$ cat src/verilog/bit_op_map.svh
// Constants for the single-bit set and clear executor.
`ifndef BIT_OP_MAP_SVH
`define BIT_OP_MAP_SVH
`define BIT_OP_OPCODE      4'h8
`define BIT_OP_OPC_HI      15
`define BIT_OP_OPC_LO      12
`define BIT_OP_SEL_BIT     11
`define BIT_OP_POS_HI      10
`define BIT_OP_POS_LO      8
`define BIT_OP_ADDR_HI     7
`define BIT_OP_ADDR_LO     0
`define BIT_OP_SEL_CLEAR   1'h1
`define BIT_OP_DATA_RST    8'h00
`define BIT_OP_ADDR_RST    8'h00
`define BIT_OP_POS_RST     3'h0
`endif

$ cat src/verilog/bit_op_pkg.sv
// Types for the single-bit set and clear executor.
package bit_op_pkg;
	typedef enum logic [1:0] {
		Q1_DECODE = 2'b00,
		Q2_READ   = 2'b01,
		Q3_MODIFY = 2'b10,
		Q4_WRITE  = 2'b11
	} quarter_t;
	typedef enum logic [1:0] {
		OP_NONE   = 2'b00,
		OP_SET    = 2'b01,
		OP_CLEAR  = 2'b10
	} bit_op_t;
endpackage

$ cat src/verilog/bit_set_clear_exec.sv
// Decode and execution of the single-bit set and clear instructions.
`timescale 1ns/1ps
`include "bit_op_map.svh"
module bit_set_clear_exec
	import bit_op_pkg::*;
(
	input  wire logic        clock,
	input  wire logic        rstn,
	input  wire logic [15:0] instr_word,
	input  wire logic        instr_valid,
	input  wire logic [7:0]  mem_rdata,
	output logic             mem_rd_en,
	output logic [7:0]       mem_addr,
	output logic             mem_wr_en,
	output logic [7:0]       mem_wdata,
	output logic [1:0]       quarter,
	output logic             op_done,
	output logic             op_is_clear,
	output logic             flags_wr_en
);
	logic       rst_s1_ff;
	logic       rst_s2_ff;
	quarter_t   q_ff;
	quarter_t   nxt_q;
	bit_op_t    op_ff;
	bit_op_t    nxt_op;
	logic [2:0] pos_ff;
	logic [2:0] nxt_pos;
	logic [7:0] addr_ff;
	logic [7:0] nxt_addr;
	logic [7:0] data_ff;
	logic [7:0] nxt_data;
	logic       rd_en_ff;
	logic       nxt_rd_en;
	logic       wr_en_ff;
	logic       nxt_wr_en;
	logic       done_ff;
	logic       nxt_done;
	logic       clear_ff;
	logic       nxt_clear;
	logic       flags_ff;
	logic       nxt_flags;
	wire        in_q1;
	wire        in_q2;
	wire        in_q3;
	wire  [3:0] opc_field;
	wire        opc_match;
	wire        is_bit_op;
	wire        sel_clear;
	wire  [2:0] pos_field;
	wire  [7:0] addr_field;
	wire        take_op;
	wire        op_live;
	wire        want_set;
	wire  [7:0] modified;

	// Reset is released through two flops so every flop reset by rst_s2_ff leaves reset on the same edge.
	always_ff @(posedge clock or negedge rstn) begin
		if (!rstn) begin
			rst_s1_ff <= 1'h0;
			rst_s2_ff <= 1'h0;
		end else begin
			rst_s1_ff <= 1'h1;
			rst_s2_ff <= rst_s1_ff;
		end
	end

	assign in_q1      = (q_ff == Q1_DECODE);
	assign in_q2      = (q_ff == Q2_READ);
	assign in_q3      = (q_ff == Q3_MODIFY);
	assign opc_field  = instr_word[`BIT_OP_OPC_HI:`BIT_OP_OPC_LO];
	assign opc_match  = (opc_field == `BIT_OP_OPCODE);
	assign is_bit_op  = instr_valid && opc_match;
	assign sel_clear  = (instr_word[`BIT_OP_SEL_BIT] == `BIT_OP_SEL_CLEAR);
	assign pos_field  = instr_word[`BIT_OP_POS_HI:`BIT_OP_POS_LO];
	assign addr_field = instr_word[`BIT_OP_ADDR_HI:`BIT_OP_ADDR_LO];
	// A word is only taken at the end of the first quarter; a word still held at the next first quarter is taken again.
	assign take_op    = in_q1 && is_bit_op;
	assign op_live    = (op_ff != OP_NONE);
	assign want_set   = (op_ff == OP_SET);

	// Each bit keeps its read value unless it is the selected one.
	for (genvar i = 0; i < 8; i++) begin : g_bit
		wire hit;
		assign hit         = (pos_ff == 3'(i));
		assign modified[i] = hit ? want_set : data_ff[i];
	end

	always_comb begin
		nxt_q = Q1_DECODE;
		case (q_ff)
			Q1_DECODE: nxt_q = Q2_READ;
			Q2_READ:   nxt_q = Q3_MODIFY;
			Q3_MODIFY: nxt_q = Q4_WRITE;
			Q4_WRITE:  nxt_q = Q1_DECODE;
			default:   nxt_q = Q1_DECODE;
		endcase
	end

	always_comb begin
		nxt_op = op_ff;
		if (in_q1) begin
			if (!is_bit_op) begin
				nxt_op = OP_NONE;
			end else if (sel_clear) begin
				nxt_op = OP_CLEAR;
			end else begin
				nxt_op = OP_SET;
			end
		end
	end

	always_comb begin
		nxt_data = data_ff;
		if (in_q2) begin
			nxt_data = mem_rdata;
		end else if (in_q3) begin
			nxt_data = modified;
		end
	end

	// Strobes are registered one quarter ahead so they stand during their own quarter.
	assign nxt_pos   = take_op ? pos_field : pos_ff;
	assign nxt_addr  = take_op ? addr_field : addr_ff;
	assign nxt_rd_en = take_op;
	assign nxt_wr_en = in_q3 && op_live;
	assign nxt_done  = in_q3 && op_live;
	assign nxt_clear = (nxt_op == OP_CLEAR);
	// Status flags are never written by these instructions.
	assign nxt_flags = 1'h0;

	always_ff @(posedge clock or negedge rst_s2_ff) begin
		if (!rst_s2_ff) begin
			q_ff <= Q1_DECODE;
		end else begin
			q_ff <= nxt_q;
		end
	end

	always_ff @(posedge clock or negedge rst_s2_ff) begin
		if (!rst_s2_ff) begin
			op_ff <= OP_NONE;
		end else begin
			op_ff <= nxt_op;
		end
	end

	always_ff @(posedge clock or negedge rst_s2_ff) begin
		if (!rst_s2_ff) begin
			pos_ff <= `BIT_OP_POS_RST;
		end else begin
			pos_ff <= nxt_pos;
		end
	end

	always_ff @(posedge clock or negedge rst_s2_ff) begin
		if (!rst_s2_ff) begin
			addr_ff <= `BIT_OP_ADDR_RST;
		end else begin
			addr_ff <= nxt_addr;
		end
	end

	always_ff @(posedge clock or negedge rst_s2_ff) begin
		if (!rst_s2_ff) begin
			data_ff <= `BIT_OP_DATA_RST;
		end else begin
			data_ff <= nxt_data;
		end
	end

	always_ff @(posedge clock or negedge rst_s2_ff) begin
		if (!rst_s2_ff) begin
			rd_en_ff <= 1'h0;
		end else begin
			rd_en_ff <= nxt_rd_en;
		end
	end

	always_ff @(posedge clock or negedge rst_s2_ff) begin
		if (!rst_s2_ff) begin
			wr_en_ff <= 1'h0;
		end else begin
			wr_en_ff <= nxt_wr_en;
		end
	end

	always_ff @(posedge clock or negedge rst_s2_ff) begin
		if (!rst_s2_ff) begin
			done_ff <= 1'h0;
		end else begin
			done_ff <= nxt_done;
		end
	end

	always_ff @(posedge clock or negedge rst_s2_ff) begin
		if (!rst_s2_ff) begin
			clear_ff <= 1'h0;
		end else begin
			clear_ff <= nxt_clear;
		end
	end

	// Kept as a flop so the output is as clean as the others, even though it never rises.
	always_ff @(posedge clock or negedge rst_s2_ff) begin
		if (!rst_s2_ff) begin
			flags_ff <= 1'h0;
		end else begin
			flags_ff <= nxt_flags;
		end
	end

	assign mem_rd_en   = rd_en_ff;
	assign mem_wr_en   = wr_en_ff;
	assign mem_addr    = addr_ff;
	assign mem_wdata   = data_ff;
	assign quarter     = q_ff;
	assign op_done     = done_ff;
	assign op_is_clear = clear_ff;
	assign flags_wr_en = flags_ff;
endmodule // bit_set_clear_exec

$ cat config.mk
export PLATFORM = sky130hd
export DESIGN_NAME = bit_set_clear_exec
export DESIGN_NICKNAME = d
export VERILOG_FILES = /design/src/verilog/bit_op_pkg.sv /design/src/verilog/bit_set_clear_exec.sv
export VERILOG_INCLUDE_DIRS = /design/src /design/src/verilog
export SDC_FILE = /design/constraint.sdc
export NUM_CORES = 1
export LEC_CHECK = 0
export BUFFER_PORTS_ARGS = -buffer_cell sky130_fd_sc_hd__clkbuf_2
export CAP_MARGIN = 20
export CELL_PAD_IN_SITES_DETAIL_PLACEMENT = 1
export CELL_PAD_IN_SITES_GLOBAL_PLACEMENT = 2
export CORE_ASPECT_RATIO = 1.5
export CORE_MARGIN = 1.5
export CORE_UTILIZATION = 27
export DETAILED_ROUTE_END_ITERATION = 6
export PLACE_DENSITY = 0.71
export SLEW_MARGIN = 5
export SYNTH_ARGS = -nofsm -noshare
export SYNTH_HDL_FRONTEND = slang
export SYNTH_SLANG_ARGS = --single-unit
$ cat constraint.sdc
create_clock -name clock -period 0.9 [get_ports clock]
set_input_delay 0.18 -clock clock [delete_from_list [all_inputs] [get_ports clock]]
set_output_delay 0.18 -clock clock [all_outputs]
set_load 0.05 [all_outputs]
## Yosys cells after proc, flatten, opt, wreduce, memory -nomap -nowiden

Cells that the tools add are included.

| operators by class | value |
|---|---|
| equality and inequality tests | 13 |
| multiplexer cells | 14 |
| reduce and logical (&&, ||, !) cells | 23 |

Operator list:

| operator | count |
|---|---|
| nonzero test 2 bit | 10 |
| 2-to-1 mux 8 bit | 2 |
| AND reduction 2 bit | 8 |
| == test 3 bit, second input constant | 4 |
| 2-to-1 mux 1 bit | 8 |
| case mux 2 bit (4 select lines) | 1 |
| == test 2 bit, second input constant | 3 |
| == test 3 x 2 -> 1 bit, second input constant | 2 |
| 2-to-1 mux 2 bit | 3 |
| == test 2 x 1 -> 1 bit, second input constant | 2 |
| == test 4 bit, second input constant | 1 |
| == test 3 x 1 -> 1 bit, second input constant | 1 |
| logical AND 1 bit | 3 |
| logical NOT 3 bit | 1 |
| logical NOT 2 bit | 1 |

| storage, ports and cells | value |
|---|---|
| register bits after elaboration | 28 |
| input bits | 27 |
| output and inout bits | 23 |
| word-level logic and storage cells | 67 |

## Logic depth before layout (Yosys ltp)

| depth | value |
|---|---|
| depth after elaboration | 5 |
| mapped depth | 7 |
| mapped depth without buffers | 5 |

## Worst setup path after synthesis

No wires, ideal clock.

| timing path | value |
|---|---|
| path kind | reg-to-reg |
| from | reg q_ff[0] (netlist: quarter[0]) |
| to | reg data_ff[3] (netlist: mem_wdata[3]) |
| setup time | 0.123 ns |
| arrival | 1.956 ns |
| required time | 0.777 ns |
| slack | -1.179 ns |
| cell stages (with the launch flop) | 8 |
| buffers on the path | 2 |
| period minus slack after synthesis | 2.079 ns |
| path through | dfrtp_1 > inv_1 > ha_1 > buf_2 > and2_1 > clkbuf_2 > a311o_1 > o221a_2 |

| between the ends | value |
|---|---|
| longest elaborated chain between the ends | 3 |
| elaborated cells between the ends (all ways) | 6 |
| those cells by class | eq/ne: 2; mux: 1; reduce/logical: 3 |

Ends and longest elaborated chain:

| what | RTL line | RTL |
|---|---|---|
| from (decl) | bit_set_clear_exec.sv:23 | `quarter_t q_ff;` |
| from (signal assigned) | bit_set_clear_exec.sv:136 | `q_ff <= nxt_q;` |
| == test 2 x 1 -> 1 bit or == test 2 bit (tied branches) | bit_set_clear_exec.sv:69, bit_set_clear_exec.sv:70 |  |
| nonzero test 2 bit (no line) | -- |  |
| AND reduction 2 bit (no line) | -- |  |
| to (signal assigned) | bit_set_clear_exec.sv:166 | `` data_ff <= `BIT_OP_DATA_RST; `` |
| to (signal assigned) | bit_set_clear_exec.sv:168 | `data_ff <= nxt_data;` |
| to (decl) | bit_set_clear_exec.sv:31 | `logic [7:0] data_ff;` |

Several ways; a longest one is shown, not always the timed one.
A chain may end at the register's enable or synchronous reset.

## Final worst setup path

| timing path | value |
|---|---|
| from | reg q_ff[1] (netlist: quarter[1]) |
| to | reg addr_ff[5] (netlist: mem_addr[5]) |

| between the ends | value |
|---|---|
| longest elaborated chain between the ends | 2 |

Ends and longest elaborated chain:

| what | RTL line | RTL |
|---|---|---|
| logical NOT 2 bit | bit_set_clear_exec.sv:68 | `assign in_q1 = (q_ff == Q1_DECODE);` |
| logical AND 1 bit | bit_set_clear_exec.sv:78 | `assign take_op = in_q1 && is_bit_op;` |
| to (signal assigned) | bit_set_clear_exec.sv:158 | `` addr_ff <= `BIT_OP_ADDR_RST; `` |
| to (signal assigned) | bit_set_clear_exec.sv:160 | `addr_ff <= nxt_addr;` |
| to (decl) | bit_set_clear_exec.sv:29 | `logic [7:0] addr_ff;` |

No other way between the ends.

==> flow_metrics.tcl <==
set metrics [dict create \
    status "finished with violations" \
    violations "negative setup slack" \
    clkPwrFrac_pct 24.4 \
    routedWlPerCell_um 15.6 \
    synth_flop_cell "dfrtp_1" \
    yosys_warnings 0 \
    io_pins 50 \
    fmax_mhz 660 \
    grt_pass1_vias 1294 \
    critPathMaxFanout 7 \
    p_int_w 0.00221 \
    cap_violations 0 \
    start_util_pct 27.6 \
    setup_violations 47 \
    holdPathEnd "op_ff[0]" \
    clkSlewWorstSetupHoldPaths_ps 100 \
    top_layer "met4" \
    ant_nets 0 \
    dieArea_um2 5320 \
    totalWireLength_um 3880 \
    r2r_end "mem_addr[5]" \
    p_sw_w 0.000984 \
    h-tree-depth 1 \
    critical_path.startpoint "quarter[1]" \
    antenna_found_initial 0 \
    die_h_um 88.6 \
    numClockSinks 28 \
    overflow 0 \
    hold_class "in2reg" \
    dr_wl_met2_um 2240 \
    drt-met1-wl_um 1420 \
    num-nets-final 215 \
    min_path_cells 2 \
    sw_frac_of_total_pct 30.8 \
    die_x_um 60.0 \
    cts_tree "built" \
    wl_met3_um 204 \
    r2r_cells 5 \
    cts_root_buf "clkbuf_8" \
    synth_seq_area_share_pct 53.2 \
    grtUsageTotal_pct 14.9 \
    yosysMostFrequentCell "dfrtp_1" \
    gp_congestion 0.876 \
    fin_crit_ps 1520 \
    async_flop_share_pct 100 \
    path_class "reg2reg" \
    p_per_area_nw_per_um2 1360 \
    clock_latency_ps 270 \
    worstHoldStart "instr_word[11]" \
    core-area_um2 4770 \
    finClkSkew_ps 2.54 \
    slew_viol_final 0 \
    hold_violations 0 \
    post-route-period-util_pct 168 \
    synthesis.nets 137 \
    synth_area_um2 1320 \
    fp-row-count 31 \
    grt_first_pass_wirelength_um 6020 \
    grt_max_degree 27 \
    p_seq_share_pct 45.5 \
    drc 0 \
    synthTopCellsByArea "dfrtp_1 53%, mux2_4 9.1%, ha_1 3.8%" \
    synth_cells 106 \
    drive_gt1_share_pct 69.4 \
    dp_hpwl_um 2640 \
    syn_avg_cell_area_um2 12.4 \
    cts_buffers 3 \
    required_ps 1070 \
    worstPathArrival_ps 1680 \
    critPathCaptureType "flop" \
    clock_path_buffers 2 \
    leakage_nw 1.13 \
    drt_iter0_drc 11 \
    rsz0062_at_grt "yes" \
    finalWorstSetupSlack_ps -615 \
    max-vdd-ir-drop_mv 0.851 \
    area_growth_pct 78.7 \
    yosys_register_bits 28 \
    synth_commonest_cells "28 x dfrtp_1, 8 x mux2_4, 8 x nor2_1" \
    place_ws_ps -702 \
    reg2reg_slack_ps -620 \
    ys_types 33 \
    drt-vias-per-instance 4.49 \
    synth_edf_count 0 \
    antenna_cells 0 \
    yosysTopAreaCell "dfrtp_1" \
    worstSetupStartpointType "flop" \
    netlist.area_leader.share_pct 53.2 \
    worstReg2RegStart "quarter[1]" \
    io_buffers 48 \
    place_area_um2 1770 \
    vias 1117 \
    dr.pass1.iters 3 \
    final_cell_area_um2 2350 \
    fillers 524 \
    power_frac_comb_pct 30.1 \
]
[per-stage QoR]
stage	hold WS, ps	setup TNS, ps	instances	total power (W)	utilization (%)
after global placement	-32.9	-13400	232	0.00213	37.1
after CTS	88.1	-16410	246	0.00315	47.0
final	101	-15960	249	0.00319	49.4
after detailed placement	-32.3	-14900	232	0.00215	37.1
after global routing	94.2	-18490	249	0.00334	49.4
after floorplan	-116	-16250	106	0.00192	-
[metal layers]
layer  GRT usage (%)  vias to the layer above
met2            29.9                       44
met1            15.8                      545
met4            2.42                        0
li1                -                      526
met5               0                        -
met3            2.49                        2
[what timing repair did]
item                                   CTS  global route
buffers inserted                        11             5
resized for setup                       71            33
pin swaps                                8             7
endpoints found under the hold margin    2             0
hold buffers                             1             0
setup endpoints to repair               47            47
cloned                                   1             0
[area by class of cell]
type | instances | area, µm² | share of cell area, %
inverter | 5 | 18.8 | 0.797
tap | 66 | 82.6 | 3.51
timing repair buffer | 80 | 754 | 32.0
clock buffer | 4 | 55.1 | 2.34
sequential | 28 | 704 | 29.9
multi-input combinational | 66 | 739 | 31.4
[layout by cell type, fill, tap and decap left out, types with 3 or more instances in the layout]
cell type | Yosys | final
a211oi_2 | 0 | 6
buf_4 | 2 | 25
buf_6 | 1 | 5
buf_8 | 0 | 20
clkbuf_2 | 1 | 26
clkbuf_8 | 0 | 4
dfrtp_1 | 28 | 25
dfrtp_2 | 0 | 3
ha_4 | 0 | 3
inv_2 | 0 | 3
mux2_2 | 3 | 3
mux2_4 | 8 | 8
nand2_1 | 4 | 3
nand2b_1 | 4 | 3
nor2_1 | 8 | 8
[cells by family (layout without fill, tap and decap cells)]
kind of cell / count (synthesis) / in the layout / share of synthesized area [%]
buffers and inverters: 13 / 89 / 5.03
flip-flops: 28 / 28 / 53.2
AND/OR/NAND/NOR: 27 / 28 / 12.9
other: 2 / 2 / 0.570
AO/OA/AOI/OAI: 21 / 21 / 12.8
multiplexers: 11 / 11 / 11.7
adder cells (fa/ha/maj): 4 / 4 / 3.80
[worst max path at each step]
stage | depth (start not counted) | slack, ps | to
2_1_floorplan | 7 | -840 | mem_wdata[3]
3_3_place_gp | 5 | -640 | mem_addr[5]
3_5_place_dp | 5 | -700 | mem_addr[1]
4_1_cts | 5 | -640 | mem_addr[5]
5_1_grt | 5 | -700 | mem_addr[1]
6_report | 5 | -620 | mem_addr[5]
[power groups by stage]
stage / Combinational (W) / Clock [W] / Sequential [W]
finish: 0.000960 / 0.000780 / 0.00145
detailed placement: 0.000707 / 0 / 0.00144
CTS: 0.000890 / 0.000828 / 0.00143
floorplan: 0.000211 / 0 / 0.00171
global placement: 0.000690 / 0 / 0.00144
global route: 0.00101 / 0.000855 / 0.00147
[critical path: stages (launching register included)]
cell      delay [ps]
dfrtp_2          420
inv_2             80
ha_4             130
and4bb_4         280
nand3b_4         170
mux2_4           330
[state kept, by name (all words and copies together), names as in the netlist]
register	cells
mem_wr_en	1
pos_ff	3
mem_wdata	8
rst_s2_ff	1
op_is_clear	1
quarter	2
rst_s1_ff	1
mem_rd_en	1
op_ff	2
mem_addr	8
Note: power is estimated with default switching activity, not from simulation.
